===== config.mk =====
export PLATFORM = sky130hd
export DESIGN_NAME = dio_ctrl_flat
export DESIGN_NICKNAME = d
export VERILOG_FILES = /design/src/hdl/dio_pkg.sv /design/src/hdl/dio_link_if.sv /design/src/hdl/dio_ctrl.sv /design/src/flat_wrapper.sv
export SDC_FILE = /design/constraint.sdc
export NUM_CORES = 1
export LEC_CHECK = 0
export BUFFER_PORTS_ARGS = -buffer_cell sky130_fd_sc_hd__buf_2
export CAP_MARGIN = 30
export CORE_MARGIN = 2
export CORE_UTILIZATION = 51
export DETAILED_ROUTE_END_ITERATION = 12
export PLACE_DENSITY = 0.76
export SYNTH_ARGS = -nofsm -noshare
export SYNTH_HDL_FRONTEND = slang
export SYNTH_SLANG_ARGS = --single-unit

===== constraint.sdc =====
create_clock -name CLK_IN -period 5.41 [get_ports CLK_IN]
set_input_delay 0.8115 -clock CLK_IN [delete_from_list [all_inputs] [get_ports CLK_IN]]
set_output_delay 0.8115 -clock CLK_IN [all_outputs]
set_load 0.05 [all_outputs]

===== src/hdl/dio_pkg.sv =====
// Package with constants and types for the interval oscillator link
package dio_pkg;
  localparam int DIO_OP_W = 7;
  localparam logic [6:0] DIO_OP_START = 7'h4b;
  localparam logic [6:0] DIO_OP_STOP = 7'h4d;
  localparam int DIO_CNT_W = 16;
  localparam logic [15:0] DIO_CNT_MAX = 16'hffff;
  localparam logic [15:0] DIO_CNT_RST = 16'h0000;
  localparam logic [7:0] DIO_RUNLEN_RST = 8'h00;
  localparam logic [7:0] DIO_RES_RST = 8'h00;
  localparam int DIO_MIN_RUN_NS = 200;
  localparam int DIO_CLK_NS = 100;
  localparam int DIO_MIN_RUN_CYC = (DIO_MIN_RUN_NS + DIO_CLK_NS - 1) / DIO_CLK_NS;
  localparam int DIO_RUN_STEP = 16;
  localparam logic [3:0] DIO_DIV_RST = 4'h0;
  localparam logic [3:0] DIO_DIV_MAX = 4'h3;
  typedef enum logic [1:0] {DIO_IDLE, DIO_RUN} dio_state_t;
endpackage


===== src/hdl/dio_link_if.sv =====
// Interface joining controller and device ends of the oscillator link
`timescale 1ns/100ps
interface dio_link_if;
  logic link_clk;
  logic cmd_valid;
  logic [6:0] cmd_op;
  logic [7:0] run_length;
  logic [7:0] count_low;
  logic [7:0] count_high;
  logic result_valid;
  modport ctrl (output link_clk, output cmd_valid, output cmd_op, output run_length,
    input count_low, input count_high, input result_valid);
  modport dev (input link_clk, input cmd_valid, input cmd_op, input run_length,
    output count_low, output count_high, output result_valid);
endinterface // dio_link_if


===== src/hdl/dio_ctrl.sv =====
// Controller end: issues start and stop, reads back the result
`timescale 1ns/100ps
module dio_ctrl
  import dio_pkg::*;
(
  input wire logic CLK_IN,
  input wire logic RST_N_IN,
  input wire logic START_IN,
  input wire logic STOP_IN,
  input wire logic [7:0] RUN_LENGTH_IN,
  output logic [15:0] RESULT_OUT,
  output logic OVERFLOW_OUT,
  output logic BUSY_OUT,
  dio_link_if.ctrl LINK
);
  typedef struct packed {
    logic [3:0] div;
    logic lclk;
    logic cmd_valid;
    logic [6:0] cmd_op;
    logic [7:0] run_length;
    logic busy;
    logic start_pend;
    logic stop_pend;
    logic [7:0] min_cnt;
    logic [11:0] auto_cnt;
    logic [15:0] result;
    logic overflow;
  } dio_ctl_t;
  dio_ctl_t r;
  dio_ctl_t next_r;
  logic fall;
  logic [11:0] auto_limit;
  always_comb begin
    next_r = r;
    fall = 1'b0;
    auto_limit = 12'(r.run_length) * 12'(DIO_RUN_STEP);
    if (r.div == DIO_DIV_MAX) begin
      next_r.div = DIO_DIV_RST;
      next_r.lclk = ~r.lclk;
      fall = r.lclk;
    end else begin
      next_r.div = r.div + 4'h1;
    end
    if (START_IN && !r.busy) begin
      next_r.start_pend = 1'b1;
    end
    if (STOP_IN && r.busy && r.run_length == DIO_RUNLEN_RST) begin
      next_r.stop_pend = 1'b1;
    end
    if (r.busy && r.min_cnt < 8'(DIO_MIN_RUN_CYC)) begin
      next_r.min_cnt = r.min_cnt + 8'h01;
    end
    if (fall) begin
      next_r.cmd_valid = 1'b0;
      if (r.start_pend) begin
        next_r.cmd_valid = 1'b1;
        next_r.cmd_op = DIO_OP_START;
        next_r.run_length = RUN_LENGTH_IN;
        next_r.start_pend = 1'b0;
        next_r.busy = 1'b1;
        next_r.min_cnt = 8'h00;
        next_r.auto_cnt = 12'h000;
      end else if (r.stop_pend && r.min_cnt >= 8'(DIO_MIN_RUN_CYC)) begin
        next_r.cmd_valid = 1'b1;
        next_r.cmd_op = DIO_OP_STOP;
        next_r.stop_pend = 1'b0;
      end else if (r.busy && r.run_length != DIO_RUNLEN_RST) begin
        // Device copies results before this fall
        if (r.auto_cnt == auto_limit) begin
          next_r.busy = 1'b0;
        end else begin
          next_r.auto_cnt = r.auto_cnt + 12'h001;
        end
      end
    end
    if (r.busy && LINK.result_valid && r.min_cnt >= 8'(DIO_MIN_RUN_CYC) && !r.cmd_valid) begin
      next_r.result = {LINK.count_high, LINK.count_low};
      next_r.overflow = ({LINK.count_high, LINK.count_low} == DIO_CNT_MAX);
    end
    if (r.busy && !r.start_pend && r.cmd_op == DIO_OP_STOP && !r.cmd_valid && !r.stop_pend) begin
      next_r.busy = 1'b0;
    end
  end
  always_ff @(posedge CLK_IN) begin
    if (!RST_N_IN) begin
      r <= '{div: DIO_DIV_RST, lclk: 1'b0, cmd_valid: 1'b0, cmd_op: 7'h00,
        run_length: DIO_RUNLEN_RST, busy: 1'b0, start_pend: 1'b0, stop_pend: 1'b0,
        min_cnt: 8'h00, auto_cnt: 12'h000, result: DIO_CNT_RST, overflow: 1'b0};
    end else begin
      r <= next_r;
    end
  end
  assign LINK.link_clk = r.lclk;
  assign LINK.cmd_valid = r.cmd_valid;
  assign LINK.cmd_op = r.cmd_op;
  assign LINK.run_length = r.run_length;
  assign RESULT_OUT = r.result;
  assign OVERFLOW_OUT = r.overflow;
  assign BUSY_OUT = r.busy;
endmodule // dio_ctrl


===== src/flat_wrapper.sv =====
// flat-port wrapper written by rule: the top's interface ports become plain ports
module dio_ctrl_flat import dio_pkg::*;
  (CLK_IN, RST_N_IN, START_IN, STOP_IN, RUN_LENGTH_IN, RESULT_OUT, OVERFLOW_OUT, BUSY_OUT, LINK_link_clk, LINK_cmd_valid, LINK_cmd_op, LINK_run_length, LINK_count_low, LINK_count_high, LINK_result_valid);
  dio_link_if LINK_i ();
  input wire logic CLK_IN;
  input wire logic RST_N_IN;
  input wire logic START_IN;
  input wire logic STOP_IN;
  input wire logic [7:0] RUN_LENGTH_IN;
  output logic [15:0] RESULT_OUT;
  output logic OVERFLOW_OUT;
  output logic BUSY_OUT;
  output wire logic [$bits(LINK_i.link_clk)-1:0] LINK_link_clk;
  output wire logic [$bits(LINK_i.cmd_valid)-1:0] LINK_cmd_valid;
  output wire logic [$bits(LINK_i.cmd_op)-1:0] LINK_cmd_op;
  output wire logic [$bits(LINK_i.run_length)-1:0] LINK_run_length;
  input wire logic [$bits(LINK_i.count_low)-1:0] LINK_count_low;
  input wire logic [$bits(LINK_i.count_high)-1:0] LINK_count_high;
  input wire logic [$bits(LINK_i.result_valid)-1:0] LINK_result_valid;
  assign LINK_link_clk = LINK_i.link_clk;
  assign LINK_cmd_valid = LINK_i.cmd_valid;
  assign LINK_cmd_op = LINK_i.cmd_op;
  assign LINK_run_length = LINK_i.run_length;
  assign LINK_i.count_low = LINK_count_low;
  assign LINK_i.count_high = LINK_count_high;
  assign LINK_i.result_valid = LINK_result_valid;
  dio_ctrl u_core (.CLK_IN(CLK_IN), .RST_N_IN(RST_N_IN), .START_IN(START_IN), .STOP_IN(STOP_IN), .RUN_LENGTH_IN(RUN_LENGTH_IN), .RESULT_OUT(RESULT_OUT), .OVERFLOW_OUT(OVERFLOW_OUT), .BUSY_OUT(BUSY_OUT), .LINK(LINK_i));
endmodule

== After elaboration in Yosys (flattened, before gate mapping) ==
Cells that the tools add are included.
Storage, ports and cells
  flip-flop bits (word level): 61
  input port bits: 29
  logic and storage cells: 72
Cells by class
  $add $sub $neg: 3
  magnitude comparators: 2
  equality and inequality tests: 6
  multiplexer cells: 19
  bitwise gates (word level): 2
  reduce and logical (&&, ||, !) cells: 28
Operators by type and width (number)
  $mux 12: 4
  $mux 8: 4
  $mux 22: 1
  $eq 16x16->1 const B: 1
  $logic_and 1x1->1: 13
  $add 12x1->12 const B: 1
  $eq 12x12->1: 1
  $mux 1: 10
  $add 8x1->8 const B: 1
  $ge 8x2->1 const B: 1
  $logic_not 8->1: 1
  $lt 8x2->1 const B: 1
  $reduce_and 4->1: 2
  $reduce_bool 8->1: 1
  $eq 7x7->1 const B: 1
  $reduce_bool 2->1: 3
  $add 4x1->4 const B: 1
  $eq 4x2->1 const B: 1
  $logic_not 1->1: 4
  $ne 2x1->1 const B: 2
  $reduce_and 2->1: 2
  $reduce_or 2->1: 2
  $not 1->1: 2

== Logic depth before layout (Yosys ltp) ==
Gate-level depths: netlist of the first run.
  depth in word-level cells: 6
  mapped depth: 7

== Worst setup path after synthesis of the first run ==
OpenSTA, ideal clock, no wires.
  path type: input to register
  start point: in LINK_result_valid
  end point: reg u_core.r, in the netlist u_core.RESULT_OUT[0]
  library setup time: 0.128 ns
  data arrival time: 2.085 ns
  data required time: 5.282 ns
  path slack: 3.197 ns
  cell stages on the path: 5
  path through: nand3b_1 > a21oi_1 > buf_2 > mux2i_1 > nor2_1
Between the ends
  longest elaborated chain between the ends: 3
Ends and longest elaborated chain
  start, declared: RTL line flat_wrapper.sv:19  | input wire logic [$bits(LINK_i.result_valid)-1:0] LINK_result_valid;
  $logic_and 1x1->1 (3 in series): RTL line dio_ctrl.sv:77  | if (r.busy && LINK.result_valid && r.min_cnt >= 8'(DIO_MIN_RUN_CYC) && !r.cmd_valid) begin
  end signal, assigned: RTL line dio_ctrl.sv:87  | r <= '{div: DIO_DIV_RST, lclk: 1'b0, cmd_valid: 1'b0, cmd_op: 7'h00,
  end signal, assigned: RTL line dio_ctrl.sv:91  | r <= next_r;
  end, declared: RTL line dio_ctrl.sv:30  | dio_ctl_t r;
No other way between the ends.
A chain may end at the register's enable or synchronous reset.

== Worst setup path in the final report of the first run ==
  start point: reg u_core.r[57] in the netlist's numbering
  end point: reg u_core.r[28] in the netlist's numbering
Between the ends
  longest elaborated chain between the ends: 3
Ends and longest elaborated chain
  $eq 4x2->1: RTL line dio_ctrl.sv:38  | if (r.div == DIO_DIV_MAX) begin
  $mux 1: RTL line dio_ctrl.sv:38
  $reduce_and 4->1 (no source line)
No other way between the ends.

==> metrics.cfg, run 1 <==
[route]
vias = 2212
post_drt_via_cell_ratio = 5.330
drt_pass1_iterations = 4
drt_iter0_markers = 138
drc_errors = 0
post_drt_wl_per_cell_microns = 13.44
drtAntennaViolNets = 0
wl_mm = 5.576

[cts]
ctsLongestPathBuffers = 2
clockRootBuffer = clkbuf_8
cts_hold_buffers = 0
cts_setup_buffers = 0
cts_tree = done
cts-resized-gates = 0
cts.sinks = 57
clk_pin_slew_ns = 0.06
cts_buffers = 9
htree_levels = 3
clk_latency_ns = 0.32

[global_routing]
grtUsageTotal_pct = 18.72
grt_pass1_wl_mm = 8.838
antenna_found_initial = 0
first_global_vias = 1912
grt-ovfl-total = 0
grt_start_max_net_pins = 33

[floorplan]
die_h_microns = 76.68
rows = 26
die_width_microns = 76.68
dieArea_sq_um = 5879
start_util_pct = 52.74
pin_count = 64
coreArea_sq_um = 5107

[critical_path]
cp_slowest_cell = nor4bb_1
crit_top_cell = nand2_1
timing.rr.start = u_core.r[57]$_SDFF_PP0_
path_cells = ha_1 -> nor4bb_1 -> nand2_1 -> nand2_1 -> or4_1 -> o21ai_0
cp_num_buf_inv = 0
crit_arrival_ns = 2.96
path_class = flip-flop to flip-flop
required_ns = 5.62
r2r_cells = 6
r2r-end = u_core.r[28]$_SDFFE_PN0P_
start_kind = flip-flop
end_kind = flip-flop
r2r_slack_ns = 2.66
slowest_delay_ns = 0.78
critical-path-top-delay-family = simple AND/OR/NAND/NOR gates
path_max_fanout = 15

[synthesis]
synth.area.mux_share_pct = 6.735
postSynthCellCount = 307
synth.distinct_cells = 44
yosysSeqAreaShare_pct = 42.36
synthTopCellsByArea = dfxtp_1 (42%), buf_4 (8.6%), mux2i_1 (6.3%), nor2_1 (5.2%), nand2_1 (4.5%)
synth_top_family_by_area = simple AND/OR/NAND/NOR gates
ys_seq_elements = 57
synth_compound_area_share_pct = 11.19
synthArstFlopShare_pct = 0
yosys.area_share.adder_pct = 2.322
synthSimpleGateAreaFrac_pct = 22.06
yosys.cell_count.top_type = dfxtp_1
synth_edf_count = 0
synth_top_cells_by_count = dfxtp_1 (57), nor2_1 (37), nand2_1 (32), buf_4 (31), a21oi_1 (21)
synth_xor_area_share_pct = 3.576
synth_top_area_share_pct = 42.36
synth_flop_cell = dfxtp_1
yosysWarnings = 0
synth_area_sq_um = 2694
yosysTopAreaCell = dfxtp_1
avgSynthCellArea_sq_um = 8.775

[sta]
hold_viol = 0
final.setup_skew_ns = 0.009063
rsz0062_at_grt = no
fin_crit_sh_pct = 50.92
max_slew_margin_pct = 34.32
fin_ws_ns = 2.655
finalSetupViolCount = 0
slew_viol_final = 0
fmax_ghz = 0.3630
tns_ns = 0
worst_pin_slew_ns = 0.9841
min_period_ns = 2.755

[layout]
nFillCells = 474
diodes = 0
stdcell_count = 415
fin_nets = 374
multi_input_area_sq_um = 1247
drive_above_1_share_pct = 24.64
seq_area_sq_um = 1141
syn2layout_area_growth_pct = 12.22

[placement]
gp_congestion = 0.8757
detailedPlace.worstSlack_ns = 2.630
dp_hpwl_mm = 3.997
numPortBuffers = 61
dp_cells = 399

[power_and_ir_drop]
vdd_drop_max_uv = 173.0
comb_power_share_pct = 4.1
switching_share_pct = 22.04
p_int_uw = 650.0
p_sw_uw = 183.7
leakagePower_uw = 0.001306
power_density_nw_per_um2 = 275.8
seqPwrFrac_pct = 51.2
power_frac_clock_pct = 44.7

[flow_run]
maxCapViolCount = 0

[hold_path]
hold_path_end = u_core.r[57]$_SDFF_PP0_
hp-class = flip-flop to flip-flop
hold_depth = 1
worstHoldStart = u_core.r[57]$_SDFF_PP0_

[outcome]
outcome = completed

==> power by group through the flow <==
stage | Combinational [uW] | Sequential [uW] | Clock (uW)
floorplan | 18.9 | 436 | 0
global placement | 33.9 | 436 | 0
detailed placement | 33.9 | 436 | 0
CTS | 34.0 | 426 | 384
global route | 37.3 | 427 | 403
finish | 34.0 | 427 | 373
==> layout by cell type (no fill, tap or decap), types with 5 or more instances in the layout <==
master	count
buf_2	61
dfxtp_1	57
nor2_1	37
nand2_1	32
a21oi_1	20
mux2i_1	17
clkbuf_8	13
xor2_1	10
inv_1	9
and3_1	9
nor4_1	6
o21ai_0	6
nand3_1	6
or4_1	6
nand4_1	6
ha_1	5
==> per-stage QoR <==
| step | instance area, sq um | power (uW) | hold slack (ns) | util [%] |
|---|---|---|---|---|
| after floorplan | 2698 | 455.1 | 0.4175 | - |
| after global placement | 2815 | 469.5 | 0.4275 | 55.12 |
| after detailed placement | 2830 | 469.7 | 0.4410 | 55.41 |
| after CTS | 3023 | 844.6 | 0.4498 | 59.19 |
| after global routing | 3023 | 867.5 | 0.4729 | 59.19 |
| final | 3023 | 833.8 | 0.4553 | 59.19 |
==> worst max-delay path by stage <==
stage | depth (start not counted) | startpoint | to
6_report | 6 | u_core.r[57]$_SDFF_PP0_ | u_core.r[28]$_SDFFE_PN0P_
5_1_grt | 6 | u_core.r[57]$_SDFF_PP0_ | u_core.r[27]$_SDFFE_PN0P_
4_1_cts | 6 | u_core.r[57]$_SDFF_PP0_ | u_core.r[28]$_SDFFE_PN0P_
3_5_place_dp | 6 | u_core.r[57]$_SDFF_PP0_ | u_core.r[28]$_SDFFE_PN0P_
3_3_place_gp | 6 | u_core.r[57]$_SDFF_PP0_ | u_core.r[28]$_SDFFE_PN0P_
2_1_floorplan | 5 | LINK_result_valid | u_core.RESULT_OUT[0]$_SDFFE_PN0P_
==> flip-flops by register name, summed over array words and instances (netlist names) <==
name                    flops
u_core.LINK.run_length      8
u_core.OVERFLOW_OUT         1
u_core.RESULT_OUT          16
u_core.r                   26
u_core.LINK.link_clk        1
u_core.LINK.cmd_valid       1
u_core.LINK.cmd_op          3
u_core.BUSY_OUT             1
==> cell type report <==
cell class	instances	share of cell area (%)
clock buffers	14	6.043
clock inverters	2	0.3311
flip-flops and latches	57	37.75
multi-input cells	201	41.27
repair buffers	62	10.60
inverters	9	1.118
well taps	70	2.897
==> cell families after synthesis <==
group                    after synthesis
flip-flops                            57
multiplexers                          18
adder cells (fa/ha/maj)                5
AO/OA/AOI/OAI                         46
XOR/XNOR                              11
AND/OR/NAND/NOR                      119
other                                  1
buffers and inverters                 50
==> per-layer routing <==
metal	global-route usage (%)	up-vias	share of wire, %
li1	-	1105	-
met3	4.118	2	5.7
met1	26.29	1043	48
met4	8.364	0	0.61
met5	0	-	0
met2	27.54	62	46
(Power assumes the default switching activity.)
==> run 2, diff against run 1 <==
- CORE_UTILIZATION: 51 -> 48
- PLACE_DENSITY: 0.76 -> 0.75
- clock period: 5.41 -> 2.26 ns (I/O delays scaled with it)
==> metrics.cfg, run 2 (synthesis results as in run 1) <==
[outcome]
outcome = completed

[route]
drtAntennaViolNets = 0  ; unchanged
drt_pass1_iterations = 4  ; unchanged
drt-met1-wl_mm = 2.706  ; +1.2%
vias = 2243  ; +1.4%
wl_mm = 5.695  ; +2.1%
drt_iter0_markers = 128  ; -7.2%
drc_errors = 0  ; unchanged
post_drt_via_cell_ratio = 5.290  ; -0.75%
post_drt_wl_per_cell_microns = 13.43  ; about the same
wl_met2_mm = 2.681  ; +5.2%
met3_length_microns = 219  ; -31%
topRoutingLayerUsed = met4

[floorplan]
die_h_microns = 78.92  ; +2.9%
pin_count = 64  ; unchanged
rows = 27  ; +3.8%
die_width_microns = 78.92  ; +2.9%
dieArea_sq_um = 6228  ; +5.9%
start_util_pct = 49.22  ; -3.5 points
coreArea_sq_um = 5473  ; +7.2%

[cts]
clk_latency_ns = 0.34  ; +0.02 ns
clk_pin_slew_ns = 0.07  ; about the same
htree_levels = 3  ; unchanged
cts_tree = done
cts.sinks = 57  ; unchanged
ctsLongestPathBuffers = 2  ; unchanged
cts_buffers = 9  ; unchanged
clockRootBuffer = clkbuf_8
cts_hold_buffers = 0  ; unchanged

[hold_path]
hold_path_end = u_core.LINK.run_length[1]$_SDFFE_PN0P_
hp-class = primary input to flip-flop
hold_depth = 3  ; +2
worstHoldStart = RUN_LENGTH_IN[1]

[global_routing]
grt-ovfl-total = 0  ; unchanged
grtUsageTotal_pct = 19.22  ; +0.50 points
antenna_found_initial = 0  ; unchanged
grt_pass1_wl_mm = 9.370  ; +6.0%
grt_start_max_net_pins = 21  ; -36%
first_global_vias = 2049  ; +7.2%

[critical_path]
worstSetupStartpoint = u_core.r[57]$_SDFF_PP0_
cp_slowest_cell = or4_1
end_kind = flip-flop
slowest_delay_ns = 0.46  ; -0.32 ns
r2r_slack_ns = 0.14  ; -2.51 ns
cp.depth = 7  ; +1
path_class = flip-flop to flip-flop
critical-path-top-delay-family = compound AO/OA/AOI/OAI gates
start_kind = flip-flop
required_ns = 2.53  ; -3.09 ns
path_cells = ha_1 -> nand4bb_1 -> a2111oi_1 -> a22oi_2 -> buf_12 -> or4_1 -> o21ai_0
cp_num_buf_inv = 1  ; +1
r2r_cells = 7  ; +1
r2r-end = u_core.r[28]$_SDFFE_PN0P_
crit_arrival_ns = 2.38  ; -0.58 ns
path_max_fanout = 13  ; -2
timing.rr.start = u_core.r[57]$_SDFF_PP0_

[sta]
min_period_ns = 2.118  ; -0.6374 ns
fin_crit_sh_pct = 93.70  ; +43 points
hold_viol = 0  ; unchanged
fin_ws_ns = 0.1425  ; -2.513 ns
slew_viol_final = 0  ; unchanged
tns_ns = 0  ; unchanged
rsz0062_at_grt = no
finalSetupViolCount = 0  ; unchanged
fmax_ghz = 0.4722  ; +30%
final.setup_skew_ns = 0.006846  ; -0.002217 ns

[power_and_ir_drop]
leakagePower_uw = 0.001339  ; +2.5%
vdd_drop_max_uv = 504.5  ; +190%
power_density_nw_per_um2 = 650.4  ; +140%

[layout]
syn2layout_area_growth_pct = 14.63
nFillCells = 530  ; +12%
design_area_sq_um = 3088  ; +2.2%
diodes = 0  ; unchanged
seq_area_sq_um = 1141  ; unchanged
drive_above_1_share_pct = 26.70  ; +2.1 points
multi_input_area_sq_um = 1254  ; +0.50%
layout_commonest_cell = buf_2
final_util_pct = 56.42  ; -2.8 points
fin_nets = 382  ; +2.1%
largest_reg_flops = 26  ; unchanged
layout_common_cells = buf_2 (61), dfxtp_1 (57), nor2_1 (37)
stdcell_count = 424  ; +2.2%
largest_register = u_core.r

[placement]
postPlaceCellArea_sq_um = 2878  ; +1.7%
detailedPlace.worstSlack_ns = 0.1079  ; -2.522 ns
dp_hpwl_mm = 4.183  ; +4.7%
numPortBuffers = 61  ; unchanged
gp_congestion = 0.8416  ; -3.9%
dp_cells = 408  ; +2.3%

[flow_run]
maxCapViolCount = 0  ; unchanged

-- run 2: changes by cell type in the layout (fill, tap and decap cells not counted), sizes merged --
cell	delta
clkinvlp	+2
clkbuf	-5
buf	+8
clkinv	+1
bufinv	+1
-- run 2: worst max path at each step --
| stage | end |
|---|---|
| 2_1_floorplan | u_core.r[26]$_SDFFE_PN0P_ |
| 6_report | u_core.r[28]$_SDFFE_PN0P_ |
| 4_1_cts | u_core.r[18]$_SDFFE_PN0P_ |
| 5_1_grt | u_core.r[18]$_SDFFE_PN0P_ |
| 3_5_place_dp | u_core.r[26]$_SDFFE_PN0P_ |
| 3_3_place_gp | u_core.r[18]$_SDFFE_PN0P_ |
-- run 2: report_power, final --
group          switching, uW  internal (uW)
Clock                    404            496
Sequential              5.52           1010
Combinational           57.6           33.0
Total                    467           1540
-- run 2: metrics by stage --
step,hold WS (ns),total power (uW)
CTS,0.2248,2026
finish,0.2327,2009
global placement,0.4263,1129
global route,0.2394,2084
detailed placement,0.4383,1130
floorplan,0.4175,1089
-- run 2: layer usage --
layer | up-vias | track usage (%)
li1 | 1131 | -
met3 | 10 | 5.227
met5 | - | 0
met1 | 1060 | 26.10
met4 | 0 | 8.103
met2 | 42 | 28.89
-- run 2: final cells by class --
cell class	count	share of cell area, %
Clock inverter	6	1.945
Tap cell	72	2.917
Timing Repair Buffer	70	12.48
Clock buffer	9	4.011
Multi-Input combinational cell	201	40.60
Inverter	9	1.094
Sequential cell	57	36.95
-- run 2: repair_timing --
action / 4_1_cts / 5_1_grt
gates resized for setup: 0 / 1
buffers inserted: 0 / 1
setup endpoints to repair: 0 / 6
-- run 2: tightest hold or removal path, delay by kind of cell --
family	cells	cell delay, ns
buf+inv	1	0.09
compound gates	1	0.05
simple gates	1	0.04
==> run 3, diff against run 2 <==
- CORE_UTILIZATION: 48 -> 53
- PLACE_DENSITY: 0.75 -> 0.79
- SLEW_MARGIN: not set -> 20
- clock period: 2.26 -> 2.1 ns (I/O delays scaled with it)
==> metrics.cfg, run 3 (synthesis results as in run 1) <==
[critical_path]
start_kind = flip-flop
end_kind = flip-flop
cp_slowest_cell = or4_4
slowest_delay_ns = 0.55  ; +0.09 ns
path_cells = or4_4 -> o31ai_4 -> a22oi_2 -> buf_6 -> or4_1 -> o21ai_1
crit_arrival_ns = 2.27  ; -0.11 ns
r2r_slack_ns = 0.11  ; -0.04 ns
path_class = flip-flop to flip-flop
r2r_cells = 6  ; -1
path_max_fanout = 7  ; -6
timing.rr.start = u_core.r[32]$_SDFF_PN0_
required_ns = 2.38  ; -0.15 ns
r2r-end = u_core.r[28]$_SDFFE_PN0P_

[cts]
clk_latency_ns = 0.34  ; about the same
cts.sinks = 57  ; unchanged
cts_buffers = 9  ; unchanged
clockRootBuffer = clkbuf_8
cts_hold_buffers = 0  ; unchanged
clk_pin_slew_ns = 0.07  ; about the same
cts_tree = done
ctsLongestPathBuffers = 2  ; unchanged
htree_levels = 3  ; unchanged

[placement]
dp_hpwl_mm = 4.198  ; +0.36%
postPlaceCellArea_sq_um = 2904  ; +0.91%
numPortBuffers = 61  ; unchanged
gp_congestion = 0.8278  ; -1.6%

[global_routing]
grtUsageTotal_pct = 21.48  ; +2.3 points
grt_pass1_wl_mm = 9.128  ; -2.6%
grt_start_max_net_pins = 21  ; unchanged
grt-ovfl-total = 0  ; unchanged
antenna_found_initial = 0  ; unchanged
first_global_vias = 1985  ; -3.1%

[hold_path]
worstHoldStart = RUN_LENGTH_IN[4]
hold_path_end = u_core.LINK.run_length[4]$_SDFFE_PN0P_
hold_depth = 3  ; unchanged
hp-class = primary input to flip-flop

[flow_run]
maxCapViolCount = 0  ; unchanged

[power_and_ir_drop]
leakagePower_uw = 0.001399  ; +4.5%
p_total_uw = 2482  ; +24%
p_sw_uw = 531.8  ; +14%
p_int_uw = 1950  ; +27%
comb_power_share_pct = 4.1  ; -0.4 points
vdd_drop_max_uv = 816.1  ; +62%
power_density_nw_per_um2 = 774.0  ; +19%
power_frac_clock_pct = 51.8  ; +7.0 points
seqPwrFrac_pct = 44.1  ; -6.6 points
switching_share_pct = 21.42  ; -1.8 points

[layout]
largest_reg_flops = 26  ; unchanged
fin_nets = 389  ; +1.8%
syn2layout_area_growth_pct = 19.04
layout_common_cells = buf_2 (62), dfxtp_1 (53), nor2_1 (35)
diodes = 0  ; unchanged
largest_register = u_core.r
final_util_pct = 66.57  ; +10 points
layout_commonest_cell = buf_2
drive_above_1_share_pct = 30.28  ; +3.6 points
design_area_sq_um = 3207  ; +3.8%

[route]
drt_pass1_iterations = 4  ; unchanged
drt_iter0_markers = 207  ; +62%
drtAntennaViolNets = 0  ; unchanged
drc_errors = 0  ; unchanged
wl_mm = 5.927  ; +4.1%
post_drt_via_cell_ratio = 5.454  ; +3.1%
vias = 2329  ; +3.8%
post_drt_wl_per_cell_microns = 13.88  ; +3.3%

[sta]
finalSetupViolCount = 0  ; unchanged
fmax_ghz = 0.5017  ; +6.2%
fin_crit_sh_pct = 94.92  ; +1.2 points
holdWs_ns = 0.2077  ; -0.02496 ns
rsz0062_at_grt = no
tns_ns = 0  ; unchanged
min_period_ns = 1.993  ; -0.1242 ns
hold_viol = 0  ; unchanged
final.setup_skew_ns = 0.01102  ; +0.004175 ns
slew_viol_final = 0  ; unchanged
max_slew_margin_pct = 66.04
worst_pin_slew_ns = 0.5047

[floorplan]
die_width_microns = 75.30  ; -4.6%
coreArea_sq_um = 4817  ; -12%
rows = 25  ; -7.4%
pin_count = 64  ; unchanged
die_h_microns = 75.30  ; -4.6%
start_util_pct = 55.92  ; +6.7 points
dieArea_sq_um = 5669  ; -9.0%

[outcome]
outcome = completed

[run 3: changes by cell type in the layout (fill, tap and decap cells not counted), sizes merged]
| cell | previous run | this run |
|---|---|---|
| bufinv | 1 | 3 |
| buf | 70 | 77 |
| clkinv | 3 | 2 |
| clkinvlp | 2 | 1 |
| clkbuf | 9 | 10 |
[run 3: critical path: cells and delay by family (launching register included)]
family | cells | cell delay (ns)
flops | 1 | 0.33
simple gates | 2 | 1.01
compound gates | 3 | 0.43
buf+inv | 1 | 0.16
[run 3: power by group through the flow]
stage / Combinational, uW / Clock (uW) / Sequential, uW
after floorplan: 48.7 / 0 / 1120
after global routing: 111 / 1340 / 1100
after global placement: 96.9 / 0 / 1120
after detailed placement: 99.9 / 0 / 1120
after CTS: 100 / 1290 / 1100
final: 101 / 1290 / 1100
[run 3: layout make-up]
class	count	area, sq um
Timing Repair Buffer	77	426.7
Sequential cell	57	1146
Tap cell	67	83.83
Inverter	9	33.78
Fill cell	395	1610
Multi-Input combinational cell	201	1264
Clock buffer	10	137.6
Clock inverter	6	115.1
[run 3: worst max-delay path by stage]
stage                                            start  slack [ns]  cells past startpoint                                 to
floorplan           u_core.LINK.cmd_valid$_SDFFE_PN0P_        0.07                      5  u_core.RESULT_OUT[0]$_SDFFE_PN0P_
global placement               u_core.r[29]$_SDFF_PN0_        0.08                      7          u_core.r[18]$_SDFFE_PN0P_
detailed placement             u_core.r[35]$_SDFF_PN0_        0.02                      6          u_core.r[28]$_SDFFE_PN0P_
CTS                            u_core.r[35]$_SDFF_PN0_        0.02                      6          u_core.r[28]$_SDFFE_PN0P_
global route                   u_core.r[32]$_SDFF_PN0_       0.006                      6          u_core.r[28]$_SDFFE_PN0P_
finish                         u_core.r[32]$_SDFF_PN0_        0.11                      6          u_core.r[28]$_SDFFE_PN0P_
[run 3: through the flow]
stage | std cells | setup WS (ns)
2_1_floorplan | 308 | 0.06720
3_3_place_gp | 407 | 0.07839
3_5_place_dp | 407 | 0.01998
4_1_cts | 423 | 0.01781
5_1_grt | 427 | 0.006481
6_report | 427 | 0.1066
[run 3: per-layer routing]
metal	part of all wire, %	vias to the layer above	GRT usage, %
li1	-	1143	-
met1	44	1078	29.33
met2	47	91	31.21
met3	6.3	17	5.688
met4	2.5	0	11.31
met5	0	-	0
[run 3: what timing repair did]
action | CTS | global route
cloned | 0 | 1
endpoints found under the setup margin | 1 | 10
resized for setup | 1 | 7
buffers inserted | 0 | 3
pin swaps | 0 | 3
